--- src/design/tcp_pkg.sv ---
package tcp_pkg;

    // ------------------------------------------------------------------
    // Register bus geometry and offsets
    // ------------------------------------------------------------------
    localparam int          ADDR_W       = 8;
    localparam int          DATA_W       = 32;
    localparam logic [7:0]  OFF_CTRL     = 8'h00;
    localparam logic [7:0]  OFF_MODE     = 8'h04;
    localparam logic [7:0]  OFF_ENABLE   = 8'h08;
    localparam logic [7:0]  OFF_STATUS   = 8'h0c;
    localparam logic [7:0]  OFF_EVGEN    = 8'h10;
    localparam logic [7:0]  OFF_COUNT    = 8'h14;
    localparam logic [7:0]  OFF_RELOAD   = 8'h18;
    localparam logic [7:0]  OFF_COMPARE  = 8'h1c;

    // ------------------------------------------------------------------
    // Field positions
    // ------------------------------------------------------------------
    localparam int CTRL_RUN      = 0;
    localparam int CTRL_DIR      = 1;
    localparam int CTRL_ALIGN_LO = 2;
    localparam int CTRL_RELOAD_PRELOAD_ENABLE     = 4;
    localparam int CTRL_DSEL     = 5;
    localparam int MODE_LO       = 0;
    localparam int MODE_PE       = 3;
    localparam int MODE_ECE      = 4;
    localparam int MODE_POL      = 5;
    localparam int MODE_OE       = 6;
    localparam int EN_IRQ        = 0;
    localparam int EN_DMA        = 1;
    localparam int ST_FLAG       = 0;
    localparam int ST_REF        = 1;
    localparam int ST_HOLD       = 2;
    localparam int EV_UG         = 0;

    // ------------------------------------------------------------------
    // Reset values and encodings
    // ------------------------------------------------------------------
    localparam logic [31:0] RELOAD_RST   = 32'h0000_ffff;
    localparam logic [31:0] COMPARE_RST  = 32'h0000_0000;
    localparam logic [1:0]  ALIGN_EDGE   = 2'h0;
    localparam logic [1:0]  ALIGN_DOWN   = 2'h1;
    localparam logic [1:0]  ALIGN_UP     = 2'h2;
    localparam logic [1:0]  ALIGN_BOTH   = 2'h3;

    typedef enum logic [2:0] {
        MODE_FROZEN   = 3'h0,
        MODE_SET      = 3'h1,
        MODE_CLR      = 3'h2,
        MODE_TOGGLE   = 3'h3,
        MODE_FORCE_LO = 3'h4,
        MODE_FORCE_HI = 3'h5,
        MODE_PWM1     = 3'h6,
        MODE_PWM2     = 3'h7
    } tcp_mode_e;

endpackage : tcp_pkg

--- src/design/tcp_channel.sv ---
// Functional notes
// - Mode 101 forces reference high.
// - Mode 100 forces reference low.
// - Forced modes still compare and flag.
// - Pin equals reference XOR polarity bit.
// - Match: keep, set, clear or toggle.
// - Match sets compare flag in status.
// - Interrupt only when interrupt enable set.
// - DMA request gated by enable, event selectable.
// - Preload off writes compare immediately; else update.
// - Update event leaves compare-mode reference alone.
// - Modes 110 and 111 select PWM.
// - Shadows load on update; software generates one.
// - Pin driven only when output enabled.
// - PWM reference moves on compare change, frozen exit or update.
// - Up PWM1: high while counter below compare.
// - Compare above reload high; zero low when counting up.
// - Down PWM1: low while counter above compare.
// - Center mode selects flag direction by alignment.
// - Center mode: hardware owns direction bit.
// - Center entry write loads direction bit from write data.
// - Center counter writes: zero/reload set direction, no update.
// - External clear holds reference low until update; forced modes ignore it.
//
// The address-and-strobe port and the register offsets are this design's own decisions.
`timescale 1ns/1ps
`default_nettype none

module tcp_channel #(
    parameter int CNT_W = 16
) (
    input  wire logic                       clock,
    input  wire logic                       rstn,
    input  wire logic [tcp_pkg::ADDR_W-1:0] addr,
    input  wire logic [tcp_pkg::DATA_W-1:0] wdata,
    input  wire logic                       wr_strobe,
    input  wire logic                       rd_strobe,
    output logic      [tcp_pkg::DATA_W-1:0] rdata,
    input  wire logic                       filtered_external_trigger,
    output logic                            channel_output_pin,
    output logic                            channel_output_oe,
    output logic                            compare_irq,
    output logic                            compare_dma_req
);

    // ------------------------------------------------------------------
    // Software-visible state and shadow registers
    // ------------------------------------------------------------------
    logic                  counter_run_bit_reg;
    logic                  dir_reg;
    logic [1:0]            alignment_field_reg;
    logic                  reload_preload_enable_reg;
    logic                  dma_event_select_reg;
    tcp_pkg::tcp_mode_e    output_mode_field_reg;
    logic                  compare_preload_enable_reg;
    logic                  external_clear_enable_reg;
    logic                  output_polarity_bit_reg;
    logic                  channel_output_enable_reg;
    logic                  compare_irq_enable_reg;
    logic                  compare_dma_enable_reg;
    logic                  compare_match_flag_reg;
    logic [CNT_W-1:0]      counter_value_reg;
    logic [CNT_W-1:0]      reload_pre_reg;
    logic [CNT_W-1:0]      reload_shadow_reg;
    logic [CNT_W-1:0]      compare_pre_reg;
    logic [CNT_W-1:0]      compare_shadow_reg;

    // ------------------------------------------------------------------
    // Internal state
    // ------------------------------------------------------------------
    logic                  ref_reg;
    logic                  clear_hold_reg;
    logic                  step_d_reg;
    logic                  level_d_reg;
    tcp_pkg::tcp_mode_e    mode_d_reg;
    logic [tcp_pkg::DATA_W-1:0] rdata_reg;
    logic                  pin_reg;
    logic                  oe_reg;
    logic                  irq_reg;
    logic                  dma_reg;

    logic                  wr_ctrl;
    logic                  wr_mode;
    logic                  wr_enable;
    logic                  wr_status;
    logic                  wr_count;
    logic                  wr_reload;
    logic                  wr_compare;
    logic                  update_generate_bit;
    logic                  center;

    logic [CNT_W-1:0]      counter_next;
    logic                  dir_next;
    logic                  update_event;
    logic                  stepped;
    logic                  match;
    logic                  flag_set;
    logic                  pwm1_level;
    logic                  pwm_level;
    logic                  is_pwm;
    logic                  is_forced;

    assign wr_ctrl    = wr_strobe && (addr == tcp_pkg::OFF_CTRL);
    assign wr_mode    = wr_strobe && (addr == tcp_pkg::OFF_MODE);
    assign wr_enable  = wr_strobe && (addr == tcp_pkg::OFF_ENABLE);
    assign wr_status  = wr_strobe && (addr == tcp_pkg::OFF_STATUS);
    assign wr_count   = wr_strobe && (addr == tcp_pkg::OFF_COUNT);
    assign wr_reload  = wr_strobe && (addr == tcp_pkg::OFF_RELOAD);
    assign wr_compare = wr_strobe && (addr == tcp_pkg::OFF_COMPARE);
    assign update_generate_bit = wr_strobe && (addr == tcp_pkg::OFF_EVGEN) && wdata[tcp_pkg::EV_UG];
    assign center     = (alignment_field_reg != tcp_pkg::ALIGN_EDGE);
    assign is_pwm     = (output_mode_field_reg == tcp_pkg::MODE_PWM1) ||
                        (output_mode_field_reg == tcp_pkg::MODE_PWM2);
    assign is_forced  = (output_mode_field_reg == tcp_pkg::MODE_FORCE_LO) ||
                        (output_mode_field_reg == tcp_pkg::MODE_FORCE_HI);

    // ------------------------------------------------------------------
    // Time base: counter, direction and update event
    // ------------------------------------------------------------------
    always_comb begin
        counter_next = counter_value_reg;
        dir_next     = dir_reg;
        update_event = 1'b0;
        stepped      = 1'b0;
        if (update_generate_bit) begin
            update_event = 1'b1;
            stepped      = 1'b1;
            if (!center && dir_reg) begin
                counter_next = reload_pre_reg;
            end else begin
                counter_next = '0;
            end
        end else if (wr_count) begin
            counter_next = wdata[CNT_W-1:0];
            stepped      = 1'b1;
            if (center) begin
                if (wdata[CNT_W-1:0] == '0) begin
                    dir_next = 1'b0;
                end else if (wdata[CNT_W-1:0] == reload_shadow_reg) begin
                    dir_next = 1'b1;
                end
            end
        end else if (counter_run_bit_reg) begin
            stepped = 1'b1;
            if (!dir_reg) begin
                if (counter_value_reg >= reload_shadow_reg) begin
                    update_event = 1'b1;
                    if (center) begin
                        counter_next = reload_shadow_reg - CNT_W'(1);
                        dir_next     = 1'b1;
                    end else begin
                        counter_next = '0;
                    end
                end else begin
                    counter_next = counter_value_reg + CNT_W'(1);
                end
            end else begin
                if (counter_value_reg == '0) begin
                    update_event = 1'b1;
                    if (center) begin
                        counter_next = CNT_W'(1);
                        dir_next     = 1'b0;
                    end else begin
                        counter_next = reload_shadow_reg;
                    end
                end else begin
                    counter_next = counter_value_reg - CNT_W'(1);
                end
            end
        end
    end

    always_ff @(posedge clock) begin
        if (!rstn) begin
            counter_value_reg <= '0;
            dir_reg           <= 1'b0;
            step_d_reg        <= 1'b0;
        end else begin
            counter_value_reg <= counter_next;
            step_d_reg        <= stepped;
            if (wr_ctrl && !center) begin
                dir_reg <= wdata[tcp_pkg::CTRL_DIR];
            end else begin
                dir_reg <= dir_next;
            end
        end
    end

    // ------------------------------------------------------------------
    // Control registers
    // ------------------------------------------------------------------
    always_ff @(posedge clock) begin
        if (!rstn) begin
            counter_run_bit_reg        <= 1'b0;
            alignment_field_reg        <= tcp_pkg::ALIGN_EDGE;
            reload_preload_enable_reg  <= 1'b0;
            dma_event_select_reg       <= 1'b0;
            output_mode_field_reg      <= tcp_pkg::MODE_FROZEN;
            compare_preload_enable_reg <= 1'b0;
            external_clear_enable_reg  <= 1'b0;
            output_polarity_bit_reg    <= 1'b0;
            channel_output_enable_reg  <= 1'b0;
            compare_irq_enable_reg     <= 1'b0;
            compare_dma_enable_reg     <= 1'b0;
        end else begin
            if (wr_ctrl) begin
                counter_run_bit_reg       <= wdata[tcp_pkg::CTRL_RUN];
                alignment_field_reg       <= wdata[tcp_pkg::CTRL_ALIGN_LO +: 2];
                reload_preload_enable_reg <= wdata[tcp_pkg::CTRL_RELOAD_PRELOAD_ENABLE];
                dma_event_select_reg      <= wdata[tcp_pkg::CTRL_DSEL];
            end
            if (wr_mode) begin
                output_mode_field_reg      <= tcp_pkg::tcp_mode_e'(wdata[tcp_pkg::MODE_LO +: 3]);
                compare_preload_enable_reg <= wdata[tcp_pkg::MODE_PE];
                external_clear_enable_reg  <= wdata[tcp_pkg::MODE_ECE];
                output_polarity_bit_reg    <= wdata[tcp_pkg::MODE_POL];
                channel_output_enable_reg  <= wdata[tcp_pkg::MODE_OE];
            end
            if (wr_enable) begin
                compare_irq_enable_reg <= wdata[tcp_pkg::EN_IRQ];
                compare_dma_enable_reg <= wdata[tcp_pkg::EN_DMA];
            end
        end
    end

    // ------------------------------------------------------------------
    // Preload and shadow registers
    // ------------------------------------------------------------------
    always_ff @(posedge clock) begin
        if (!rstn) begin
            reload_pre_reg     <= tcp_pkg::RELOAD_RST[CNT_W-1:0];
            reload_shadow_reg  <= tcp_pkg::RELOAD_RST[CNT_W-1:0];
            compare_pre_reg    <= tcp_pkg::COMPARE_RST[CNT_W-1:0];
            compare_shadow_reg <= tcp_pkg::COMPARE_RST[CNT_W-1:0];
        end else begin
            if (wr_reload) begin
                reload_pre_reg <= wdata[CNT_W-1:0];
            end
            if (wr_compare) begin
                compare_pre_reg <= wdata[CNT_W-1:0];
            end
            if (update_event) begin
                reload_shadow_reg  <= reload_pre_reg;
                compare_shadow_reg <= compare_pre_reg;
            end
            if (wr_reload && !reload_preload_enable_reg) begin
                reload_shadow_reg <= wdata[CNT_W-1:0];
            end
            if (wr_compare && !compare_preload_enable_reg) begin
                compare_shadow_reg <= wdata[CNT_W-1:0];
            end
        end
    end

    // ------------------------------------------------------------------
    // Comparator and compare flag
    // ------------------------------------------------------------------
    // A match is taken once per counter step, so a stopped counter does not keep matching.
    assign match = step_d_reg && (counter_value_reg == compare_shadow_reg);

    always_comb begin
        case (alignment_field_reg)
            tcp_pkg::ALIGN_EDGE: flag_set = match;
            tcp_pkg::ALIGN_DOWN: flag_set = match && dir_reg;
            tcp_pkg::ALIGN_UP:   flag_set = match && !dir_reg;
            tcp_pkg::ALIGN_BOTH: flag_set = match;
            default:             flag_set = match;
        endcase
    end

    always_ff @(posedge clock) begin
        if (!rstn) begin
            compare_match_flag_reg <= 1'b0;
        end else if (flag_set) begin
            compare_match_flag_reg <= 1'b1;
        end else if (wr_status && !wdata[tcp_pkg::ST_FLAG]) begin
            compare_match_flag_reg <= 1'b0;
        end
    end

    // ------------------------------------------------------------------
    // Reference waveform
    // ------------------------------------------------------------------
    assign pwm1_level = dir_reg ? (counter_value_reg <= compare_shadow_reg)
                                : (counter_value_reg < compare_shadow_reg);
    assign pwm_level  = (output_mode_field_reg == tcp_pkg::MODE_PWM2) ? !pwm1_level : pwm1_level;

    always_ff @(posedge clock) begin
        if (!rstn) begin
            clear_hold_reg <= 1'b0;
        end else if (external_clear_enable_reg && filtered_external_trigger && !is_forced) begin
            clear_hold_reg <= 1'b1;
        end else if (update_event) begin
            clear_hold_reg <= 1'b0;
        end
    end

    always_ff @(posedge clock) begin
        if (!rstn) begin
            ref_reg     <= 1'b0;
            level_d_reg <= 1'b0;
            mode_d_reg  <= tcp_pkg::MODE_FROZEN;
        end else begin
            level_d_reg <= pwm_level;
            mode_d_reg  <= output_mode_field_reg;
            if (!is_forced && ((clear_hold_reg && !update_event) ||
                               (external_clear_enable_reg && filtered_external_trigger))) begin
                ref_reg <= 1'b0;
            end else begin
                case (output_mode_field_reg)
                    tcp_pkg::MODE_FROZEN:   ref_reg <= ref_reg;
                    tcp_pkg::MODE_SET:      ref_reg <= match ? 1'b1 : ref_reg;
                    tcp_pkg::MODE_CLR:      ref_reg <= match ? 1'b0 : ref_reg;
                    tcp_pkg::MODE_TOGGLE:   ref_reg <= match ? !ref_reg : ref_reg;
                    tcp_pkg::MODE_FORCE_LO: ref_reg <= 1'b0;
                    tcp_pkg::MODE_FORCE_HI: ref_reg <= 1'b1;
                    tcp_pkg::MODE_PWM1,
                    tcp_pkg::MODE_PWM2: begin
                        if ((pwm_level != level_d_reg) || (mode_d_reg == tcp_pkg::MODE_FROZEN) ||
                            update_event) begin
                            ref_reg <= pwm_level;
                        end
                    end
                    default:                ref_reg <= ref_reg;
                endcase
            end
        end
    end

    // ------------------------------------------------------------------
    // Output pin, interrupt and DMA request
    // ------------------------------------------------------------------
    always_ff @(posedge clock) begin
        if (!rstn) begin
            pin_reg <= 1'b0;
            oe_reg  <= 1'b0;
            irq_reg <= 1'b0;
            dma_reg <= 1'b0;
        end else begin
            pin_reg <= channel_output_enable_reg && (ref_reg ^ output_polarity_bit_reg);
            oe_reg  <= channel_output_enable_reg;
            irq_reg <= compare_irq_enable_reg && compare_match_flag_reg;
            dma_reg <= compare_dma_enable_reg &&
                       (dma_event_select_reg ? update_event : flag_set);
        end
    end

    // ------------------------------------------------------------------
    // Register read port
    // ------------------------------------------------------------------
    always_ff @(posedge clock) begin
        if (!rstn) begin
            rdata_reg <= '0;
        end else if (rd_strobe) begin
            rdata_reg <= '0;
            case (addr)
                tcp_pkg::OFF_CTRL: begin
                    rdata_reg[tcp_pkg::CTRL_RUN]          <= counter_run_bit_reg;
                    rdata_reg[tcp_pkg::CTRL_DIR]          <= dir_reg;
                    rdata_reg[tcp_pkg::CTRL_ALIGN_LO +: 2] <= alignment_field_reg;
                    rdata_reg[tcp_pkg::CTRL_RELOAD_PRELOAD_ENABLE]         <= reload_preload_enable_reg;
                    rdata_reg[tcp_pkg::CTRL_DSEL]         <= dma_event_select_reg;
                end
                tcp_pkg::OFF_MODE: begin
                    rdata_reg[tcp_pkg::MODE_LO +: 3] <= output_mode_field_reg;
                    rdata_reg[tcp_pkg::MODE_PE]      <= compare_preload_enable_reg;
                    rdata_reg[tcp_pkg::MODE_ECE]     <= external_clear_enable_reg;
                    rdata_reg[tcp_pkg::MODE_POL]     <= output_polarity_bit_reg;
                    rdata_reg[tcp_pkg::MODE_OE]      <= channel_output_enable_reg;
                end
                tcp_pkg::OFF_ENABLE: begin
                    rdata_reg[tcp_pkg::EN_IRQ] <= compare_irq_enable_reg;
                    rdata_reg[tcp_pkg::EN_DMA] <= compare_dma_enable_reg;
                end
                tcp_pkg::OFF_STATUS: begin
                    rdata_reg[tcp_pkg::ST_FLAG] <= compare_match_flag_reg;
                    rdata_reg[tcp_pkg::ST_REF]  <= ref_reg;
                    rdata_reg[tcp_pkg::ST_HOLD] <= clear_hold_reg;
                end
                tcp_pkg::OFF_COUNT:   rdata_reg[CNT_W-1:0] <= counter_value_reg;
                tcp_pkg::OFF_RELOAD:  rdata_reg[CNT_W-1:0] <= reload_pre_reg;
                tcp_pkg::OFF_COMPARE: rdata_reg[CNT_W-1:0] <= compare_pre_reg;
                default:              rdata_reg <= '0;
            endcase
        end else begin
            rdata_reg <= '0;
        end
    end

    assign rdata              = rdata_reg;
    assign channel_output_pin = pin_reg;
    assign channel_output_oe  = oe_reg;
    assign compare_irq        = irq_reg;
    assign compare_dma_req    = dma_reg;

endmodule : tcp_channel

`default_nettype wire

--- config.mk ---
export PLATFORM = sky130hd
export DESIGN_NAME = tcp_channel
export DESIGN_NICKNAME = d
export VERILOG_FILES = /design/src/design/tcp_pkg.sv /design/src/design/tcp_channel.sv
export SDC_FILE = /design/constraint.sdc
export NUM_CORES = 1
export LEC_CHECK = 0
export BUFFER_PORTS_ARGS = -buffer_cell sky130_fd_sc_hd__clkbuf_2
export CAP_MARGIN = 20
export CORE_MARGIN = 2
export CORE_UTILIZATION = 40
export CTS_CLUSTER_SIZE = 40
export DETAILED_ROUTE_END_ITERATION = 8
export GPL_ROUTABILITY_DRIVEN = 0
export GPL_TIMING_DRIVEN = 0
export PLACE_DENSITY = 0.66
export SLEW_MARGIN = 20
export SYNTH_ARGS = -nofsm -noshare
export SYNTH_HDL_FRONTEND = slang
export SYNTH_SLANG_ARGS = --single-unit
--- constraint.sdc ---
create_clock -name clock -period 3.88 [get_ports clock]
set_input_delay 0.194 -clock clock [delete_from_list [all_inputs] [get_ports clock]]
set_output_delay 0.194 -clock clock [all_outputs]
set_load 0.02 [all_outputs]
==> results.sh, run 1 <==
export IMPL_outcome="complete, no violations"
export IMPL_final_util_pct=46.6
export IMPL_rsz_0062_raised_after_global_routing="no"
export IMPL_syn_avg_cell_area_sq_um=7.45
export IMPL_synth_compound_area_share_pct=19.6
export IMPL_grt_overflow=0
export IMPL_die_height_um=147
export IMPL_timing_max_cap_violations=0
export IMPL_holdCritPathClass="primary input to register"
export IMPL_synthAdderAreaFrac_pct=5.84
export IMPL_ant_nets=0
export IMPL_wl_cell_um=18.9
export IMPL_detail_route_iter0_violations=882
export IMPL_initial_utilization_pct=40.5
export IMPL_dp_hpwl_um=21400
export IMPL_die_area_sq_um=21500
export IMPL_use_met2_pct=40.3
export IMPL_worst_pin_slew_ns=0.881
export IMPL_clkTransAtPathRegs_ns=0.06
export IMPL_timing_critical_path_required_ns=4.23
export IMPL_fin_nets=1250
export IMPL_grt_antenna_before_repair=0
export IMPL_skew_ns=0.00922
export IMPL_synth_mux_area_share_pct=4.70
export IMPL_period_share_pct=86.1
export IMPL_area_growth_pct=15.2
export IMPL_critical_path_class="register to register"
export IMPL_core_area_sq_um=20100
export IMPL_timing_critical_path_arrival_ns=3.69
export IMPL_period_needed_ns=3.34
export IMPL_root_buffer="clkbuf_16"
export IMPL_htreeDepth=4
export IMPL_num_io_pins=81
export IMPL_yosysWarnings=0
export IMPL_routed_via_count=8278
export IMPL_die_x_um=147
export IMPL_setup_tns_ns=0
export IMPL_placement_io_buffers=40
export IMPL_share_seq_of_total_power_pct=39.7
export IMPL_numCtsBuffers=17
export IMPL_synth_flop_cell="dfxtp_1"
export IMPL_grt_met3_usage_pct=3.84
export IMPL_p_clk_share_pct=54.3
export IMPL_antenna_diode_count=0
export IMPL_worst_skew_pair_late_latency_ns=0.43
export IMPL_syn_area_sq_um=8140
export IMPL_cts_hold_bufs=0
export IMPL_rows=52
export IMPL_synth_top_family_by_area="simple AND/OR/NAND/NOR gates"
export IMPL_switchingPower_uw=757
export IMPL_avgViaCountPerCell=5.71
export IMPL_clock_fmax_ghz=0.299
export IMPL_cts_buffer_depth=2
export IMPL_synth_distinct_cells=74
export IMPL_detailed_route_wire_length_um=27500
export IMPL_start_kind="register"
export IMPL_grt_pass1_wl_um=42800
export IMPL_clock_sink_total=123
export IMPL_final_max_slew_violation_count=0
export IMPL_synthesized_flop_and_latch_total=123
export IMPL_final_cell_mix="nand2_1 (199), dfxtp_1 (123), nor2_1 (83)"
export IMPL_synth_simple_area_share_pct=25.1
export IMPL_setup_worst_path_end_class="register"
export IMPL_cts_repair_resized=0
export IMPL_powerDensity_nw_per_um2=341
export IMPL_top_usage_layer="met2"
export IMPL_tritoncts="built"
export IMPL_switching_share_pct=23.7
export IMPL_final_common_cell="nand2_1"
export IMPL_drcViolationCount=0
export IMPL_count_of_buffers_added_by_post_cts_timing_repair_for_setup=0
export IMPL_synth_seq_area_share_pct=30.3
export IMPL_post_synth_xor_area_fraction_pct=6.09
export IMPL_combPwrFrac_pct=6.0
export IMPL_max_slew_margin_pct=40.8
export IMPL_grt_start_max_net_pins=17
export IMPL_p_leak_nw=3.81
export IMPL_drt_pass1_iterations=5
export IMPL_final_setup_viol_count=0
export IMPL_synth_edff_count=0
export IMPL_vias_in_the_first_global_route=7634
export IMPL_crit_path_max_fo=10
export IMPL_grt_total_usage_pct=25.5
export IMPL_power_internal_mw=2.44
export IMPL_drive_above_1_share_pct=10.6
export IMPL_met1_usage_pct=35.3
export IMPL_syn_instance_count=1093
export IMPL_vdd_drop_max_mv=0.269
export IMPL_asyncSetResetFlopFracSynth_pct=0
export IMPL_finalHoldViolations=0
-- routing by layer --
layer,vias up,wire length [um]
met5,-,0
met3,55,2470
li1,3934,-
met4,0,766
met2,425,12400
met1,3864,11900
-- synthesized netlist by cell type (all sizes together) (3+ instances only) --
cell type / n / area share [%]
a21boi: 31 / 2.9
a21oi: 61 / 3.8
a221oi: 5 / 0.54
a22oi: 6 / 0.55
a31oi: 43 / 3.3
and2: 14 / 1.1
and3: 5 / 0.38
and4: 6 / 0.65
buf: 38 / 3.2
clkbuf: 72 / 3.3
dfxtp: 123 / 30
ha: 38 / 5.8
inv: 40 / 1.8
mux2: 8 / 1.1
mux2i: 27 / 3.3
nand2: 200 / 9.3
nand2b: 5 / 0.38
nand3: 45 / 2.8
nand4: 13 / 1.0
nor2: 83 / 3.8
nor2b: 4 / 0.31
nor3: 16 / 1.0
nor4: 20 / 1.6
o211ai: 10 / 0.92
o21a: 3 / 0.37
o21ai: 57 / 3.5
o221a: 4 / 0.55
o311ai: 3 / 0.32
o31ai: 4 / 0.37
or2: 4 / 0.31
or3: 4 / 0.31
or4: 10 / 0.97
or4b: 3 / 0.37
xnor2: 27 / 2.9
xor2: 27 / 2.9
-- worst paths after layout --
path                                                           end  slack (ns)  depth (start not counted)                               start
worst max-delay path            reload_shadow_reg[15]$_SDFFE_PN1P_        0.54                         12   counter_value_reg[0]$_SDFFE_PN0P_
worst max register to register  reload_shadow_reg[15]$_SDFFE_PN1P_        0.54                         12   counter_value_reg[0]$_SDFFE_PN0P_
worst min-delay path                   clear_hold_reg$_SDFFE_PN0P_        0.08                          3           filtered_external_trigger
worst min register to register  compare_shadow_reg[2]$_SDFFE_PN0P_        0.48                          2  compare_shadow_reg[2]$_SDFFE_PN0P_
-- power groups by stage --
stage	registers, mW	logic [mW]	clock network, mW
floorplan	1.30	0.122	0
global placement	1.30	0.185	0
detailed placement	1.30	0.186	0
CTS	1.27	0.187	1.74
global route	1.27	0.204	1.80
finish	1.27	0.192	1.74
-- worst max-delay path: stages, from the launching register on --
cell and delay [ns]:
dfxtp_1 0.33, clkbuf_1 0.40, inv_1 0.27, ha_1 0.34, nand2b_1 0.14, a2111o_1 0.43, a311oi_1 0.34, a211o_1 0.27
and2_1 0.18, buf_6 0.14, buf_6 0.15, nand2_1 0.06, a31oi_1 0.19
-- cell type report --
class,count,area (sq um)
flip-flops and latches,123,2460
clock inverters,13,189
inverters,40,150
repair buffers,40,200
fillers,2022,10700
well taps,270,338
multi-input cells,835,5050
plain buffers,110,529
clock buffers,19,453
-- cells by family (layout without fill, tap and decap cells) --
logic type / after synthesis / count (layout)
buffers and inverters: 150 / 222
other: 1 / 16
flip-flops: 123 / 123
adder cells (fa/ha/maj): 38 / 38
AO/OA/AOI/OAI: 250 / 250
AND/OR/NAND/NOR: 440 / 440
multiplexers: 36 / 36
XOR/XNOR: 55 / 55
-- stage by stage --
step	total power, mW	worst slack, ns	hold slack (ns)	std cells	cell area (sq um)
final	3.20	0.541	0.0782	1450	9380
after global routing	3.27	0.292	0.108	1450	9380
after CTS	3.20	0.518	0.0781	1450	9380
after detailed placement	1.48	0.526	0.458	1418	8730
after global placement	1.48	0.501	0.462	1418	8730
after floorplan	1.42	1.09	0.318	1108	8200
(Power assumes the default switching activity.)
==> run 2, diff against run 1 <==
- CTS_BUF_LIST: unset -> sky130_fd_sc_hd__clkbuf_16
- MAX_ROUTING_LAYER: unset -> met4
==> results.sh, run 2 (same netlist as run 1, synthesis figures left out) <==
export IMPL_outcome="complete, no violations"
export IMPL_ant_nets=0
export IMPL_initial_utilization_pct=40.5
export IMPL_cts_buffer_depth=2
export IMPL_area_growth_pct=14.9
export IMPL_vdd_drop_max_mv=0.269
export IMPL_grt_antenna_before_repair=0
export IMPL_setup_worst_path_end_class="register"
export IMPL_final_max_slew_violation_count=0
export IMPL_critical_path_top_delay_family="compound AO/OA/AOI/OAI gates"
export IMPL_period_needed_ns=3.38
export IMPL_htreeDepth=4
export IMPL_timing_max_cap_violations=0
export IMPL_start_kind="register"
export IMPL_count_of_buffers_added_by_post_cts_timing_repair_for_setup=0
export IMPL_fillCellCount=2026
export IMPL_crit_path_max_fo=10
export IMPL_post_dp_cell_area_sq_um=8730
export IMPL_rows=52
export IMPL_timing_critical_path_required_ns=4.23
export IMPL_timing_critical_path_arrival_ns=3.73
export IMPL_final_area_sq_um=9360
export IMPL_numPlacedInstances=1418
export IMPL_max_slew_margin_pct=41.3
export IMPL_dp_hpwl_um=21400
export IMPL_finalNonFillerCells=1450
export IMPL_cpMostUsedCell="buf_6"
export IMPL_hold_worst_slack_ns=0.0708
export IMPL_skew_ns=0.0153
export IMPL_grt_start_max_net_pins=17
export IMPL_routed_via_count=8268
export IMPL_num_io_pins=81
export IMPL_clock_fmax_ghz=0.296
export IMPL_critical_path_slowest_cell="a2111o_1"
export IMPL_numCtsBuffers=17
export IMPL_grt_pass1_wl_um=42900
export IMPL_die_x_um=147
export IMPL_path_cells="clkbuf_1, inv_1, ha_1, nand2b_1, a2111o_1, a311oi_1, a211o_1, and2_1, buf_6, buf_6, nand2_1, a31oi_1"
export IMPL_fin_nets=1250
export IMPL_seqCellArea_sq_um=2460
export IMPL_holdCritPathClass="primary input to register"
export IMPL_antenna_diode_count=0
export IMPL_cts_repair_resized=0
export IMPL_final_common_cell="nand2_1"
export IMPL_root_buffer="clkbuf_16"
export IMPL_cts_hold_bufs=0
export IMPL_wl_cell_um=19.0
export IMPL_worst_pin_slew_ns=0.874
export IMPL_vias_in_the_first_global_route=7634
export IMPL_drt_pass1_iterations=6
export IMPL_clock_sink_total=123
export IMPL_placement_io_buffers=40
export IMPL_critical_path_class="register to register"
export IMPL_detailed_route_wire_length_um=27600
export IMPL_avgViaCountPerCell=5.70
export IMPL_die_area_sq_um=21500
export IMPL_final_setup_viol_count=0
export IMPL_tritoncts="built"
export IMPL_grt_overflow=0
export IMPL_final_cell_mix="nand2_1 (199), dfxtp_1 (123), nor2_1 (83)"
export IMPL_rsz_0062_raised_after_global_routing="no"
export IMPL_grt_total_usage_pct=26.4
export IMPL_setup_tns_ns=0
export IMPL_core_area_sq_um=20100
export IMPL_worst_skew_pair_late_latency_ns=0.43
export IMPL_drcViolationCount=0
export IMPL_detail_route_iter0_violations=843
export IMPL_clkTransAtPathRegs_ns=0.06
export IMPL_period_share_pct=87.1
export IMPL_drive_above_1_share_pct=10.4
export IMPL_die_height_um=147
export IMPL_powerDensity_nw_per_um2=338
export IMPL_crit_path_max_incr_delay_ns=0.43
export IMPL_multi_input_comb_area_sq_um=5050
export IMPL_finalHoldViolations=0
export IMPL_worstPathBufferInverterCount=4
export IMPL_p_leak_nw=3.80
[run 2: cell types whose count changed in the layout (fill, tap and decap cells not counted), sizes merged]
cell / delta
clkinv: +2
clkbuf: -2
[run 2: area by class of cell]
| cell class | count | area share, % |
|---|---|---|
| multi-input cells | 835 | 54.0 |
| flip-flops and latches | 123 | 26.3 |
| plain buffers | 110 | 5.66 |
| clock buffers | 17 | 4.55 |
| well taps | 270 | 3.61 |
| repair buffers | 40 | 2.14 |
| clock inverters | 15 | 2.10 |
| inverters | 40 | 1.60 |
[run 2: final timing paths]
path         depth (start not counted)                                  to  slack, ns                          startpoint
max                                 12  reload_shadow_reg[15]$_SDFFE_PN1P_       0.50   counter_value_reg[0]$_SDFFE_PN0P_
min                                  3         clear_hold_reg$_SDFFE_PN0P_       0.07           filtered_external_trigger
max reg2reg                         12  reload_shadow_reg[15]$_SDFFE_PN1P_       0.50   counter_value_reg[0]$_SDFFE_PN0P_
min reg2reg                          2  compare_shadow_reg[5]$_SDFFE_PN0P_       0.48  compare_shadow_reg[5]$_SDFFE_PN0P_
[run 2: per-layer routing]
| layer | routed length, um | vias to the layer above | share of wire (%) | track usage [%] |
|---|---|---|---|---|
| met4 | 821 | 0 | 3.0 | 9.27 |
| li1 | - | 3932 | - | - |
| met2 | 12400 | 411 | 45 | 40.5 |
| met5 | 0 | - | 0 | - |
| met3 | 2280 | 59 | 8.3 | 3.97 |
| met1 | 12100 | 3866 | 44 | 35.4 |
[run 2: worst register-to-register path, cell delays in order, from the launching register on]
cell and delay [ns]:
dfxtp_1 0.34, clkbuf_1 0.40, inv_1 0.27, ha_1 0.34, nand2b_1 0.14, a2111o_1 0.43
a311oi_1 0.36, a211o_1 0.28, and2_1 0.18, buf_6 0.14, buf_6 0.15, nand2_1 0.06
a31oi_1 0.20
[run 2: per-stage QoR]
step | setup WS, ns | total power [mW] | utilization (%)
floorplan | 1.09 | 1.42 | -
global placement | 0.501 | 1.48 | 43.4
detailed placement | 0.526 | 1.48 | 43.4
CTS | 0.518 | 3.15 | 46.5
global route | 0.295 | 3.23 | 46.5
finish | 0.500 | 3.16 | 46.5
[run 2: power by group]
group	leakage [nW]	internal [mW]	switching, mW	total (mW)
clock network	0.287	1.07	0.623	1.70
logic	2.52	0.0642	0.128	0.192
registers	0.992	1.27	0.00354	1.27
